### src/core/wdtw_pkg.sv
package wdtw_pkg;

  // Bus clock period and the nominal period of the low-power RC oscillator.
  localparam int unsigned PCLK_PERIOD_NS = 20;
  localparam int unsigned LOW_POWER_RC_OSC_PERIOD_NS = 31250;
  // Bus clock cycles per oscillator tick; 50 MHz over 32 kHz, rounded down.
  localparam int unsigned LOW_POWER_RC_OSC_DIV_CYCLES = LOW_POWER_RC_OSC_PERIOD_NS / PCLK_PERIOD_NS;
  localparam int unsigned LOW_POWER_RC_OSC_DIV_W = 11;
  localparam logic [LOW_POWER_RC_OSC_DIV_W-1:0] LOW_POWER_RC_OSC_DIV_LAST = LOW_POWER_RC_OSC_DIV_W'(LOW_POWER_RC_OSC_DIV_CYCLES - 1);

  // Width of the combined prescaler and postscaler count, enough for 128 x 32768 ticks.
  localparam int unsigned CNT_W = 23;
  localparam logic [CNT_W-1:0] PRE_DIV_SHORT = 23'h000020;
  localparam logic [CNT_W-1:0] PRE_DIV_LONG = 23'h000080;
  localparam logic [CNT_W-1:0] CNT_ONE = 23'h000001;

  // Register byte offsets on the APB.
  localparam int unsigned ADDR_W = 12;
  localparam logic [ADDR_W-1:0] RESET_CONTROL_REG_OFFSET = 12'h000;
  localparam logic [ADDR_W-1:0] CFG_OFFSET = 12'h004;
  localparam logic [ADDR_W-1:0] CMD_OFFSET = 12'h008;
  localparam logic [ADDR_W-1:0] STAT_OFFSET = 12'h00C;

  // Field positions of the reset control register.
  localparam int unsigned RESET_CONTROL_REG_IDLE_BIT = 2;
  localparam int unsigned RESET_CONTROL_REG_SLEEP_BIT = 3;
  localparam int unsigned RESET_CONTROL_REG_TIMEOUT_BIT = 4;
  localparam int unsigned RESET_CONTROL_REG_SOFT_EN_BIT = 5;
  localparam logic [31:0] RESET_CONTROL_REG_RESET = 32'h00000000;

  // Field positions of the watchdog configuration word.
  localparam int unsigned CFG_POST_LSB = 0;
  localparam int unsigned CFG_POST_W = 4;
  localparam int unsigned CFG_PRE_BIT = 4;
  localparam int unsigned CFG_WIN_DIS_BIT = 6;
  localparam int unsigned CFG_HARD_EN_BIT = 7;
  localparam logic [31:0] CFG_RESET = 32'h000000DF;
  localparam logic [31:0] CFG_MASK = 32'h000000DF;

  // Command register bits, each a one-shot action when written as one.
  localparam int unsigned CMD_CLEAR_BIT = 0;
  localparam int unsigned CMD_SLEEP_BIT = 1;
  localparam int unsigned CMD_IDLE_BIT = 2;

  // Status register bits.
  localparam int unsigned STAT_RUN_BIT = 0;
  localparam int unsigned STAT_WIN_BIT = 1;
  localparam int unsigned STAT_SLEEP_BIT = 2;
  localparam int unsigned STAT_IDLE_BIT = 3;

  // Power state of the device as seen by the watchdog.
  typedef enum logic [1:0] {WDTW_RUN, WDTW_SLEEP, WDTW_IDLE} wdtw_mode_t;

  // Total timeout in oscillator ticks: prescale ratio shifted by the postscale code.
  function automatic logic [CNT_W-1:0] wdtw_period(input logic pre_sel,
                                                   input logic [3:0] post_sel);
    logic [CNT_W-1:0] pre_div;
    pre_div = pre_sel ? PRE_DIV_LONG : PRE_DIV_SHORT;
    return pre_div << post_sel;
  endfunction : wdtw_period

  // First tick count of the final quarter of the timeout period.
  function automatic logic [CNT_W-1:0] wdtw_window_start(input logic [CNT_W-1:0] period);
    return period - (period >> 2);
  endfunction : wdtw_window_start

endpackage : wdtw_pkg

### src/core/wdtw_low_power_rc_osc_osc.sv
`timescale 1ns/100ps
module wdtw_low_power_rc_osc_osc
(
  input wire logic pclk,
  input wire logic presetn,
  input wire logic osc_enable,
  output logic tick
);
  import wdtw_pkg::*;

  // Divider count standing in for the oscillator phase.
  logic [LOW_POWER_RC_OSC_DIV_W-1:0] div_reg;
  logic [LOW_POWER_RC_OSC_DIV_W-1:0] div_next;
  // One-cycle tick pulse, one per nominal 32 kHz period.
  logic tick_reg;
  logic tick_next;

  // The oscillator only runs while enabled, so a stopped watchdog draws no ticks.
  always_comb
  begin
    div_next = div_reg;
    tick_next = 1'b0;
    if (!osc_enable)
    begin
      div_next = '0;
    end
    else if (div_reg == LOW_POWER_RC_OSC_DIV_LAST)
    begin
      div_next = '0;
      tick_next = 1'b1;
    end
    else
    begin
      div_next = div_reg + 11'h001;
    end
  end

  // State register only.
  always_ff @(posedge pclk or negedge presetn)
  begin
    if (!presetn)
    begin
      div_reg <= '0;
      tick_reg <= 1'b0;
    end
    else
    begin
      div_reg <= div_next;
      tick_reg <= tick_next;
    end
  end

  assign tick = tick_reg;

endmodule : wdtw_low_power_rc_osc_osc

### src/core/wdtw_scaler.sv
`timescale 1ns/100ps
module wdtw_scaler
(
  input wire logic pclk,
  input wire logic presetn,
  input wire logic tick,
  input wire logic clear,
  input wire logic run,
  input wire logic pre_sel,
  input wire logic [3:0] post_sel,
  output logic timeout,
  output logic window_open
);
  import wdtw_pkg::*;

  // Combined prescaler and postscaler count in oscillator ticks.
  logic [CNT_W-1:0] count_reg;
  logic [CNT_W-1:0] count_next;
  logic timeout_reg;
  logic timeout_next;
  logic window_reg;
  logic window_next;
  logic [CNT_W-1:0] period;

  // One counter replaces the two stages; both always clear together, so nothing is lost.
  always_comb
  begin
    period = wdtw_period(pre_sel, post_sel);
    count_next = count_reg;
    timeout_next = 1'b0;
    if (clear || !run)
    begin
      count_next = '0;
    end
    else if (tick)
    begin
      // Greater-or-equal guards against a period shrunk below the count.
      if ((count_reg + CNT_ONE) >= period)
      begin
        count_next = '0;
        timeout_next = 1'b1;
      end
      else
      begin
        count_next = count_reg + CNT_ONE;
      end
    end
    window_next = (count_next >= wdtw_window_start(period));
  end

  // State register only.
  always_ff @(posedge pclk or negedge presetn)
  begin
    if (!presetn)
    begin
      count_reg <= '0;
      timeout_reg <= 1'b0;
      window_reg <= 1'b0;
    end
    else
    begin
      count_reg <= count_next;
      timeout_reg <= timeout_next;
      window_reg <= window_next;
    end
  end

  assign timeout = timeout_reg;
  assign window_open = window_reg;

endmodule : wdtw_scaler

### src/core/wdtw_top.sv
// Functional notes
// - Low-power RC oscillator clocks watchdog, enabled together.
// - Prescaler divides 32 kHz by 32 or 128.
// - Prescaler output period nominally 1 or 4 ms.
// - Postscaler gives sixteen ratios, 1:1 to 1:32768.
// - Postscale code n selects ratio two to n.
// - Prescale select one means divide by 128.
// - Reset and clock switch completion clear counters.
// - Sleep or idle entry and exit clear counters.
// - Clear instruction clears counter and scalers.
// - Enabled watchdog keeps counting in sleep, idle.
// - Timeout in sleep or idle wakes, no reset.
// - Timeout flag stays set until software clears.
// - Hard enable keeps watchdog always running.
// - Without hard enable, soft enable bit controls.
// - Device reset clears the soft enable bit.
// - Windowed early clear causes a watchdog reset.
// - Hard enable ignores soft disable, oscillator stays.
`timescale 1ns/100ps
module wdtw_top
(
  input wire logic pclk,
  input wire logic presetn,
  input wire logic [wdtw_pkg::ADDR_W-1:0] paddr,
  input wire logic psel,
  input wire logic penable,
  input wire logic pwrite,
  input wire logic [31:0] pwdata,
  output logic [31:0] prdata,
  output logic pready,
  output logic pslverr,
  input wire logic clk_switch_done,
  input wire logic wake_event,
  output logic wdt_reset_pulse,
  output logic wake_pulse,
  output logic low_power_rc_osc_enable,
  output logic sleep_mode,
  output logic idle_mode
);
  import wdtw_pkg::*;

  // APB answer registers; every transfer takes exactly one access cycle.
  logic pready_reg;
  logic pready_next;
  // The error flag rides with pready, so the master sees both at one edge.
  logic pslverr_reg;
  logic pslverr_next;
  // Read data reload on every setup, zero for a write setup, so they stay put between transfers.
  logic [31:0] prdata_reg;
  logic [31:0] prdata_next;

  // Software-visible control and status state.
  // Reset control word: idle, sleep and timeout flags and the soft enable.
  logic [31:0] reset_control_reg_reg;
  logic [31:0] reset_control_reg_next;
  // Configuration word: postscale code, prescale select, window disable, hard enable.
  logic [31:0] cfg_reg;
  logic [31:0] cfg_next;
  // Power state; only run mode acts on software commands.
  wdtw_mode_t mode_reg;
  wdtw_mode_t mode_next;

  // Registered event outputs.
  // Watchdog reset request, one cycle wide.
  logic reset_pulse_reg;
  logic reset_pulse_next;
  // Wake request out of sleep or idle, one cycle wide.
  logic wake_pulse_reg;
  logic wake_pulse_next;
  // Oscillator enable, one cycle behind the run decision.
  logic low_power_rc_osc_en_reg;
  logic low_power_rc_osc_en_next;
  // Power-state outputs, registered beside the mode itself.
  logic sleep_reg;
  logic sleep_next;
  logic idle_reg;
  logic idle_next;

  // Decoded bus events, valid in the setup cycle or in the completing access cycle.
  // Phase of the transfer as the slave sees it.
  logic setup_phase;
  logic access_done;
  // True for the four implemented word addresses.
  logic addr_mapped;
  // Register writes that land at the completing edge.
  logic wr_reset_control_reg;
  logic wr_cfg;
  // One-shot command strobes from the command word.
  logic cmd_clear;
  logic cmd_sleep;
  logic cmd_idle;
  // Read data chosen by the address during the setup cycle.
  logic [31:0] read_mux;

  // Watchdog datapath links.
  // Run decision from the two enables.
  logic running;
  // Restart request for the combined prescaler and postscaler.
  logic scaler_clear;
  // One-cycle pulse per oscillator period.
  logic osc_tick;
  // One-cycle pulse when the full period has elapsed.
  logic scaler_timeout;
  // High while the count is inside the last quarter of the period.
  logic window_open;
  // Configuration bits decoded once for the whole block.
  logic hard_enable;
  logic window_mode;

  // True when an address hits one of the four words.
  function automatic logic wdtw_hit(input logic [ADDR_W-1:0] addr,
                                    input logic [ADDR_W-1:0] offset);
    return addr == offset;
  endfunction : wdtw_hit

  // Configuration fields used all over the block.
  assign hard_enable = cfg_reg[CFG_HARD_EN_BIT];
  assign window_mode = !cfg_reg[CFG_WIN_DIS_BIT];

  // The watchdog runs when either the fuse-like bit or the soft bit asks for it.
  assign running = hard_enable || reset_control_reg_reg[RESET_CONTROL_REG_SOFT_EN_BIT];

  // The oscillator follows the enable; it also ticks on through sleep and idle.
  wdtw_low_power_rc_osc_osc u_osc
  (
    .pclk(pclk),
    .presetn(presetn),
    .osc_enable(running),
    .tick(osc_tick)
  );

  // Prescaler and postscaler, cleared by every event listed in the control logic.
  wdtw_scaler u_scaler
  (
    .pclk(pclk),
    .presetn(presetn),
    .tick(osc_tick),
    .clear(scaler_clear),
    .run(running),
    .pre_sel(cfg_reg[CFG_PRE_BIT]),
    .post_sel(cfg_reg[CFG_POST_LSB +: CFG_POST_W]),
    .timeout(scaler_timeout),
    .window_open(window_open)
  );

  // Bus decode. A write lands only at the edge that samples pready high.
  always_comb
  begin
    setup_phase = psel && !penable;
    access_done = psel && penable && pready_reg;
    addr_mapped = wdtw_hit(paddr, RESET_CONTROL_REG_OFFSET) || wdtw_hit(paddr, CFG_OFFSET) ||
                  wdtw_hit(paddr, CMD_OFFSET) || wdtw_hit(paddr, STAT_OFFSET);
    wr_reset_control_reg = access_done && pwrite && wdtw_hit(paddr, RESET_CONTROL_REG_OFFSET);
    wr_cfg = access_done && pwrite && wdtw_hit(paddr, CFG_OFFSET);
    // Each command bit acts only on a write that completes at this edge.
    cmd_clear = access_done && pwrite && wdtw_hit(paddr, CMD_OFFSET) &&
                pwdata[CMD_CLEAR_BIT];
    cmd_sleep = access_done && pwrite && wdtw_hit(paddr, CMD_OFFSET) &&
                pwdata[CMD_SLEEP_BIT];
    cmd_idle = access_done && pwrite && wdtw_hit(paddr, CMD_OFFSET) &&
               pwdata[CMD_IDLE_BIT] && !pwdata[CMD_SLEEP_BIT];
  end

  // Read multiplexer. The command word is write-only and reads as zero.
  always_comb
  begin
    read_mux = 32'h00000000;
    if (wdtw_hit(paddr, RESET_CONTROL_REG_OFFSET))
    begin
      read_mux = reset_control_reg_reg;
    end
    else if (wdtw_hit(paddr, CFG_OFFSET))
    begin
      read_mux = cfg_reg;
    end
    else if (wdtw_hit(paddr, STAT_OFFSET))
    begin
      // Status bits are live views of the watchdog and ignore writes.
      read_mux[STAT_RUN_BIT] = running;
      read_mux[STAT_WIN_BIT] = window_open;
      read_mux[STAT_SLEEP_BIT] = (mode_reg == WDTW_SLEEP);
      read_mux[STAT_IDLE_BIT] = (mode_reg == WDTW_IDLE);
    end
  end

  // APB answer: pready rises for the access cycle, data and error are set up with it.
  always_comb
  begin
    pready_next = setup_phase;
    pslverr_next = 1'b0;
    prdata_next = prdata_reg;
    if (setup_phase)
    begin
      // Unmapped addresses answer with an error and read zero.
      pslverr_next = !addr_mapped;
      prdata_next = pwrite ? 32'h00000000 : read_mux;
    end
  end

  // Bus answer registers only.
  always_ff @(posedge pclk or negedge presetn)
  begin
    if (!presetn)
    begin
      pready_reg <= 1'b0;
      pslverr_reg <= 1'b0;
      prdata_reg <= 32'h00000000;
    end
    else
    begin
      pready_reg <= pready_next;
      pslverr_reg <= pslverr_next;
      prdata_reg <= prdata_next;
    end
  end

  // Watchdog control: power state, flags, clears and the reset and wake pulses.
  always_comb
  begin
    reset_control_reg_next = reset_control_reg_reg;
    cfg_next = cfg_reg;
    mode_next = mode_reg;
    reset_pulse_next = 1'b0;
    wake_pulse_next = 1'b0;
    scaler_clear = 1'b0;
    low_power_rc_osc_en_next = running;

    // Software writes go first so that hardware events below win over them.
    if (wr_reset_control_reg)
    begin
      reset_control_reg_next[RESET_CONTROL_REG_IDLE_BIT] = pwdata[RESET_CONTROL_REG_IDLE_BIT];
      reset_control_reg_next[RESET_CONTROL_REG_SLEEP_BIT] = pwdata[RESET_CONTROL_REG_SLEEP_BIT];
      reset_control_reg_next[RESET_CONTROL_REG_TIMEOUT_BIT] = pwdata[RESET_CONTROL_REG_TIMEOUT_BIT];
      // The soft bit always stores; while hard enable is set it simply has no effect.
      reset_control_reg_next[RESET_CONTROL_REG_SOFT_EN_BIT] = pwdata[RESET_CONTROL_REG_SOFT_EN_BIT];
    end
    if (wr_cfg)
    begin
      cfg_next = pwdata & CFG_MASK;
    end

    // A completed clock switch, software or fail-safe, restarts the count.
    if (clk_switch_done)
    begin
      scaler_clear = 1'b1;
    end

    unique case (mode_reg)
      WDTW_RUN:
      begin
        if (scaler_timeout)
        begin
          // Timeout while executing resets the device; the flag survives the reset.
          reset_pulse_next = 1'b1;
          reset_control_reg_next[RESET_CONTROL_REG_TIMEOUT_BIT] = 1'b1;
          reset_control_reg_next[RESET_CONTROL_REG_SOFT_EN_BIT] = 1'b0;
          scaler_clear = 1'b1;
        end
        else if (cmd_clear && running && window_mode && !window_open)
        begin
          // An early clear in window mode is treated as a runaway program.
          // A stopped watchdog has no window, so its clears are simply ignored.
          reset_pulse_next = 1'b1;
          reset_control_reg_next[RESET_CONTROL_REG_TIMEOUT_BIT] = 1'b1;
          reset_control_reg_next[RESET_CONTROL_REG_SOFT_EN_BIT] = 1'b0;
          scaler_clear = 1'b1;
        end
        else if (cmd_sleep)
        begin
          // Entering sleep restarts the count; the flag waits for software.
          mode_next = WDTW_SLEEP;
          reset_control_reg_next[RESET_CONTROL_REG_SLEEP_BIT] = 1'b1;
          scaler_clear = 1'b1;
        end
        else if (cmd_idle)
        begin
          // Idle entry matches sleep entry; sleep wins when both bits are written.
          mode_next = WDTW_IDLE;
          reset_control_reg_next[RESET_CONTROL_REG_IDLE_BIT] = 1'b1;
          scaler_clear = 1'b1;
        end
        else if (cmd_clear)
        begin
          // A clear inside the window, or with the window off, restarts the count.
          scaler_clear = 1'b1;
        end
      end
      WDTW_SLEEP, WDTW_IDLE:
      begin
        // The counter keeps running here; clear commands cannot arrive from a halted CPU.
        if (scaler_timeout)
        begin
          // Wake without reset so execution resumes after the power-save instruction.
          mode_next = WDTW_RUN;
          wake_pulse_next = 1'b1;
          reset_control_reg_next[RESET_CONTROL_REG_TIMEOUT_BIT] = 1'b1;
          scaler_clear = 1'b1;
        end
        else if (wake_event)
        begin
          // Any other wake source also restarts the count on exit.
          mode_next = WDTW_RUN;
          scaler_clear = 1'b1;
        end
      end
    endcase
    // Power-state outputs get their own flops so the pins never see decode glitches.
    sleep_next = (mode_next == WDTW_SLEEP);
    idle_next = (mode_next == WDTW_IDLE);
  end

  // Control registers only; reset clears the soft enable and the power state.
  always_ff @(posedge pclk or negedge presetn)
  begin
    if (!presetn)
    begin
      reset_control_reg_reg <= RESET_CONTROL_REG_RESET;
      cfg_reg <= CFG_RESET;
      mode_reg <= WDTW_RUN;
      // Pulses come out of reset low, so no false request follows it.
      reset_pulse_reg <= 1'b0;
      wake_pulse_reg <= 1'b0;
      low_power_rc_osc_en_reg <= 1'b0;
      sleep_reg <= 1'b0;
      idle_reg <= 1'b0;
    end
    else
    begin
      reset_control_reg_reg <= reset_control_reg_next;
      cfg_reg <= cfg_next;
      mode_reg <= mode_next;
      reset_pulse_reg <= reset_pulse_next;
      wake_pulse_reg <= wake_pulse_next;
      low_power_rc_osc_en_reg <= low_power_rc_osc_en_next;
      sleep_reg <= sleep_next;
      idle_reg <= idle_next;
    end
  end

  // Outputs come straight from flip-flops.
  assign prdata = prdata_reg;
  assign pready = pready_reg;
  assign pslverr = pslverr_reg;
  assign wdt_reset_pulse = reset_pulse_reg;
  assign wake_pulse = wake_pulse_reg;
  assign low_power_rc_osc_enable = low_power_rc_osc_en_reg;
  assign sleep_mode = sleep_reg;
  assign idle_mode = idle_reg;

endmodule : wdtw_top

### config.mk
export PLATFORM = sky130hd
export DESIGN_NAME = wdtw_top
export DESIGN_NICKNAME = d
export VERILOG_FILES = /design/src/core/wdtw_pkg.sv /design/src/core/wdtw_low_power_rc_osc_osc.sv /design/src/core/wdtw_scaler.sv /design/src/core/wdtw_top.sv
export SDC_FILE = /design/constraint.sdc
export NUM_CORES = 1
export LEC_CHECK = 0
export ABC_AREA = 1
export CORE_UTILIZATION = 50
export CTS_CLUSTER_DIAMETER = 120
export CTS_CLUSTER_SIZE = 30
export DETAILED_ROUTE_END_ITERATION = 10
export DONT_BUFFER_PORTS = 1
export PLACE_DENSITY = 0.72
export SYNTH_ARGS = -nofsm -noshare
export SYNTH_HDL_FRONTEND = slang
export SYNTH_HIERARCHICAL = 1
export SYNTH_SLANG_ARGS = --single-unit
### constraint.sdc
create_clock -name pclk -period 5.6 [get_ports pclk]
set_input_delay 0.56 -clock pclk [delete_from_list [all_inputs] [get_ports pclk]]
set_output_delay 0.56 -clock pclk [all_outputs]
set_load 0.005 [all_outputs]
==> results.json, run 1 <==
{
  "finalPower_mw": 1.213,
  "fin_skew_ps": 8.477,
  "ys_warn_count": 6,
  "critical-path-max-stage-delay_ps": 460,
  "yosys-top-cells-count": "nand2_1 (182), nor2_1 (116), inv_1 (112)",
  "worstPathRequired_ps": 5810,
  "die-area_mm2": 0.01315,
  "grt_max_degree": 59,
  "nets": 1013,
  "tns_ps": 0,
  "synth_fa_ha_area_frac": 0.1202,
  "port_buffers": 0,
  "wl_per_cell_um": 14.22,
  "p_leak_nw": 3.552,
  "r2r_cells": 26,
  "clock_path_buffers": 2,
  "rsz0062_at_grt": "false",
  "setup_viol_count_final": 0,
  "netlist.top_cell.by_area": "dfrtp_1",
  "criticalPathCategory": "flip-flop to flip-flop",
  "routed_wl_um": 15270,
  "critical_path_arrival_ps": 4150,
  "viasPerCell": 5.272,
  "path_clk_slew_ps": 60,
  "synth_flop_cell": "dfrtp_1",
  "synth-simple-area-share": 0.3308,
  "placed_area_mm2": 0.006394,
  "largest_reg_flops": 23,
  "yosysSeqAreaShare": 0.2575,
  "cts_sinks": 65,
  "syn_avg_cell_area_um2": 7.040,
  "clock_latency_ps": 340,
  "dp_hpwl_um": 11930,
  "finalCritPeriodShare": 0.7035,
  "h-tree-depth": 3,
  "yosysMostFrequentCell": "nand2_1",
  "synth_top_family_by_area": "simple AND/OR/NAND/NOR gates",
  "grt_pass1_vias": 5350,
  "place_congestion": 1.017,
  "antenna_found_initial": 0,
  "status": "completed",
  "yosys-top-cells-area": "dfrtp_1 (23%), ha_1 (12%), nand2_1 (11%)",
  "synth.mux.area_fraction": 0.004138,
  "die_w_um": 114.7,
  "final-seq-area_mm2": 0.001635,
  "peakVddDrop_mv": 0.1797,
  "synthCells": 902,
  "synth_compound_area_frac": 0.1172,
  "synthArstFlopShare": 1.000,
  "cts_tree": "built",
  "synth_top_area_frac": 0.2286,
  "r2r_start": "u_scaler/count_reg[0]",
  "drc": 0,
  "synth_edf_count": 0,
  "grt_usage": 0.2564,
  "r2r-end": "u_scaler/window_open",
  "multi_input_area_mm2": 0.004020,
  "crit_fanout": 16,
  "synth-xor-area-share": 0.04650,
  "maxSlewHeadroom": 0.4700,
  "start_util": 0.5200,
  "ys_ff_latch": 65,
  "critPathSlowestCell": "dfrtp_1",
  "antenna_left": 0,
  "powerDensity_mw_per_mm2": 179.9,
  "maxCapViolCount": 0,
  "tightestPinTransition_ps": 795.0,
  "core_mm2": 0.01221,
  "n_fill_cell": 1227,
  "overflow": 0,
  "first_pass_iters": 5,
  "cts_made_buffers": 9,
  "crit_top_cell": "nand2_1",
  "die_h_um": 114.7,
  "post-route-min-period_ps": 3939,
  "drive_above_1_share": 0.1214,
  "ioPinCount": 90,
  "insertedDiodeCount": 0,
  "final_area_mm2": 0.006741,
  "syn2layout_area_growth_pct": 6.168,
  "rrSetupSlack_ps": 1660,
  "start_kind": "flip-flop",
  "fp-row-count": 40,
  "grt_first_pass_wirelength_um": 26000,
  "end_kind": "flip-flop",
  "max_freq_mhz": 253.8,
  "via_count": 5662,
  "yosysUniqueCellTypes": 55,
  "first_iter_violations": 315,
  "cts-resized-gates": 0,
  "hp-class": "input port to asynchronous set/reset pin",
  "cts_root_buffer": "clkbuf_16",
  "finalHoldViolCount": 0,
  "drv_slew": 0,
  "syn-cell-area_mm2": 0.006350
}
report_power, final:
| part | internal, mW | total, mW | switching, mW | leakage [nW] |
|---|---|---|---|---|
| Clock | 0.392 | 0.615 | 0.223 | 0.157 |
| Sequential | 0.489 | 0.509 | 0.0197 | 0.851 |
| Combinational | 0.0313 | 0.0887 | 0.0573 | 2.54 |
worst max-delay path, delay by kind of cell (launching register included):
family | cells | cell delay [ps]
DFF | 1 | 460
AOI/OAI and AO/OA | 2 | 250
adders and majority gates | 3 | 880
and+or+nand+nor | 16 | 1640
buffers and inverters | 4 | 360
xor gates and xnor gates | 1 | 210
layout make-up:
type / instances / share of cell area
well taps: 168 / 0.03118
inverters: 138 / 0.07721
clock inverters: 6 / 0.01355
flip-flops and latches: 65 / 0.2426
repair buffers: 2 / 0.005197
clock buffers: 10 / 0.03396
multi-input cells: 685 / 0.5963
worst max path at each step:
stage	startpoint	to	slack, ps
2_1_floorplan	u_scaler/count_reg[0]	u_scaler/window_open	2300
3_3_place_gp	u_scaler/count_reg[0]	u_scaler/window_open	1770
3_5_place_dp	u_scaler/count_reg[0]	u_scaler/window_open	1740
4_1_cts	u_scaler/count_reg[0]	u_scaler/window_open	1670
5_1_grt	u_scaler/count_reg[0]	u_scaler/window_open	1260
6_report	u_scaler/count_reg[0]	u_scaler/window_open	1660
timing repair:
action / in CTS / in global routing
endpoints found under the setup margin: 0 / 0
buffers inserted: 0 / 0
hold buffers: 1 / 0
hold endpoints to repair: 58 / 0
cells by family (layout without fill, tap and decap cells):
family	count (synthesis)	in the layout
compound gates	131	131
xor+xnor	32	32
fa+ha+maj	61	61
buf+inv	175	156
flops	65	65
mux	2	2
other cells	1	24
simple gates	435	435
placed cells by master (no fill, tap or decap), types with 3 or more instances in the layout:
cell type / n
a21o_1: 6
a21oi_1: 52
clkbuf_16: 9
conb_1: 24
dfrtp_1: 58
dfstp_2: 7
ha_1: 61
inv_1: 112
inv_2: 23
nand2_1: 182
nand2_2: 13
nand3_1: 49
nand3_2: 6
nand4_1: 11
nand4_2: 3
nor2_1: 116
nor2_2: 8
nor2_4: 5
nor3_1: 17
nor3_2: 12
o211ai_1: 4
o21a_1: 3
o21ai_0: 47
o21ai_1: 3
o221ai_1: 5
xnor2_1: 10
xor2_1: 20
stage by stage:
stage | hold slack (ps) | util | setup WS [ps] | cells
floorplan | 264.4 | - | 2295 | 925
global route | 37.00 | 0.5520 | 1257 | 1074
global placement | 265.3 | 0.5236 | 1773 | 1057
detailed placement | 265.2 | 0.5236 | 1742 | 1057
CTS | 40.86 | 0.5520 | 1671 | 1074
finish | 57.04 | 0.5520 | 1661 | 1074
layer usage:
layer  GRT usage  routed length [um]  vias up
met5           0                   0        -
li1            -                   -     2883
met1      0.3566                7300     2605
met4     0.08225                 259        0
met2      0.4057                6881      153
met3     0.04235                 826       21
(Power assumes the default switching activity.)
==> run 2, diff against run 1 <==
--- a/config.mk
+++ b/config.mk
@@ -11,7 +11,7 @@
 export CTS_CLUSTER_SIZE = 30
 export DETAILED_ROUTE_END_ITERATION = 10
 export DONT_BUFFER_PORTS = 1
-export PLACE_DENSITY = 0.72
+export PLACE_DENSITY = 0.75
 export SYNTH_ARGS = -nofsm -noshare
 export SYNTH_HDL_FRONTEND = slang
 export SYNTH_HIERARCHICAL = 1
==> constraint.sdc (replaced) <==
create_clock -name pclk -period 3.6 [get_ports pclk]
set_input_delay 0.36 -clock pclk [delete_from_list [all_inputs] [get_ports pclk]]
set_output_delay 0.36 -clock pclk [all_outputs]
set_load 0.005 [all_outputs]
==> results.json, run 2 (synthesized netlist as in run 1, its figures left out) <==
{
  "placed_cells": 1092,
  "ioPinCount": 90,
  "fp-row-count": 40,
  "tns_ps": -116.4,
  "antenna_found_initial": 0,
  "fin_skew_ps": 5.202,
  "comb_power_share": 0.080,
  "clkPwrFrac": 0.483,
  "rsz0062_at_grt": "true",
  "cts_sinks": 65,
  "p_seq_frac": 0.437,
  "viasPerCell": 5.317,
  "finalCritPeriodShare": 1.032,
  "layout_commonest_cell": "nand2_1",
  "cts_tree": "built",
  "p_int_mw": 1.379,
  "dp_hpwl_um": 12310,
  "grt_usage": 0.2575,
  "crit_fanout": 7,
  "max_freq_mhz": 269.1,
  "fin_util": 0.6077,
  "setup_viol_count_final": 1,
  "worstPathRequired_ps": 3810,
  "routed_wl_um": 16190,
  "post-route-min-period_ps": 3716,
  "end_kind": "flip-flop",
  "grt_pass1_vias": 5535,
  "drive_above_1_share": 0.2202,
  "insertedDiodeCount": 0,
  "grt_max_degree": 66,
  "syn2layout_area_growth_pct": 16.87,
  "wl_per_cell_um": 14.49,
  "switchingPower_mw": 0.4351,
  "start_kind": "flip-flop",
  "powerDensity_mw_per_mm2": 244.5,
  "drc": 0,
  "drv_slew": 0,
  "path_clk_slew_ps": 50,
  "maxCapViolCount": 0,
  "maxSlewHeadroom": 0.5263,
  "place_congestion": 0.9335,
  "finalPower_mw": 1.815,
  "port_buffers": 0,
  "hp-class": "input port to flip-flop",
  "start_util": 0.5200,
  "first_pass_iters": 6,
  "violations": "negative setup slack",
  "via_count": 5939,
  "die_w_um": 114.7,
  "clock_latency_ps": 340,
  "die-area_mm2": 0.01315,
  "overflow": 0,
  "peakVddDrop_mv": 0.1981,
  "h-tree-depth": 3,
  "p_leak_nw": 3.866,
  "antenna_left": 0,
  "finalHoldViolCount": 0,
  "final_cells": 1117,
  "nets": 1057,
  "critical_path_arrival_ps": 3920,
  "cts_root_buffer": "clkbuf_16",
  "criticalPathCategory": "flip-flop to flip-flop",
  "largest_reg_flops": 23,
  "core_mm2": 0.01221,
  "first_iter_violations": 342,
  "die_h_um": 114.7,
  "cts_made_buffers": 9,
  "tightestPinTransition_ps": 709.8,
  "grt_first_pass_wirelength_um": 26210,
  "switching_share": 0.2398,
  "clock_path_buffers": 2,
  "status": "complete, but fails checks",
  "most-common-layout-cells": "nand2_1 (175), inv_1 (110), nor2_1 (98)",
  "fin_ws_ps": -116.4
}
[run 2: cell count changes in the layout (fill, tap and decap cells not counted), moves of 5 or more]
cell | previous run | this run
nand2_2 | 13 | 19
nor2_1 | 116 | 98
ha_1 | 61 | 53
a21oi_2 | 0 | 5
nor3_4 | 2 | 10
nor3_1 | 17 | 10
nor2_2 | 8 | 20
ha_4 | 0 | 6
a21oi_1 | 52 | 46
nor2_4 | 5 | 11
buf_4 | 1 | 42
nand2_1 | 182 | 175
[run 2: metrics by stage]
| stage | hold slack [ps] | setup slack, ps | instance area, um^2 |
|---|---|---|---|
| 2_1_floorplan | 64.41 | 295.1 | 6436 |
| 3_3_place_gp | 65.37 | 4.699 | 6656 |
| 3_5_place_dp | 65.26 | -78.32 | 6656 |
| 4_1_cts | 117.2 | 8.444 | 7014 |
| 5_1_grt | 134.2 | -271.9 | 7421 |
| 6_report | 134.2 | -116.4 | 7421 |
[run 2: critical path, cell delays in order, from the launching register on]
cell and delay [ps]:
dfrtp_1 380, inv_1 110, nor3_1 300, nand2_1 120, nor2_1 140, nand2_1 110
xor2_1 200, inv_1 100, ha_1 290, nand2_1 80, nor2_2 50, buf_4 130
a21oi_4 130, nand3_2 110, nand2_4 140, clkinv_8 100, buf_12 160, nor2_4 130
ha_4 220, nand2_1 100, nor2_2 50, nor2_1 110, o221ai_1 140, nand2_1 110
nand3_2 90
[run 2: final cells by class]
cell class | count | area, um^2
fill | 1077 | 4791
multi-input combinational | 685 | 4363
sequential | 65 | 1637
inverter | 138 | 530.5
timing repair buffer | 46 | 384.1
clock buffer | 12 | 256.5
tap | 168 | 210.2
clock inverter | 3 | 40.04
[run 2: power groups by stage]
stage / Sequential (mW) / Combinational (mW) / Clock [mW]
6_report: 0.793 / 0.144 / 0.877
5_1_grt: 0.796 / 0.163 / 0.922
4_1_cts: 0.793 / 0.144 / 0.893
3_5_place_dp: 0.803 / 0.124 / 0
3_3_place_gp: 0.804 / 0.119 / 0
2_1_floorplan: 0.798 / 0.125 / 0
[run 2: per-layer routing]
layer / global-route usage / part of all wire / vias up / routed length [um]
met1: 0.3442 / 0.46 / 2790 / 7509
met4: 0.09437 / 0.025 / 0 / 406
met2: 0.4226 / 0.47 / 145 / 7610
met3: 0.03759 / 0.041 / 29 / 658
met5: 0 / 0 / - / 0
li1: - / - / 2975 / -
[run 2: repair_timing]
action	4_1_cts	5_1_grt
gates resized for setup	8	76
setup buffers	0	8
hold buffers	2	0
gates cloned	0	0
pin swaps	3	33
endpoints found under the hold margin	65	0
setup endpoints to repair	1	1
[run 2: final timing paths]
| check | cells past startpoint | end | from | slack, ps |
|---|---|---|---|---|
| worst max-delay path | 24 | u_scaler/window_open | u_scaler/count_reg[14] | -120 |
| worst min-delay path | 1 | pready | penable | 130 |
| worst max register to register | 24 | u_scaler/window_open | u_scaler/count_reg[14] | -120 |
| worst min register to register | 1 | u_osc/div_reg[0] | u_osc/div_reg[0] | 520 |
| max in group asynchronous | 2 | cfg_reg[7] | presetn | 2730 |
| min in group asynchronous | 2 | mode_reg[0] | presetn | 540 |
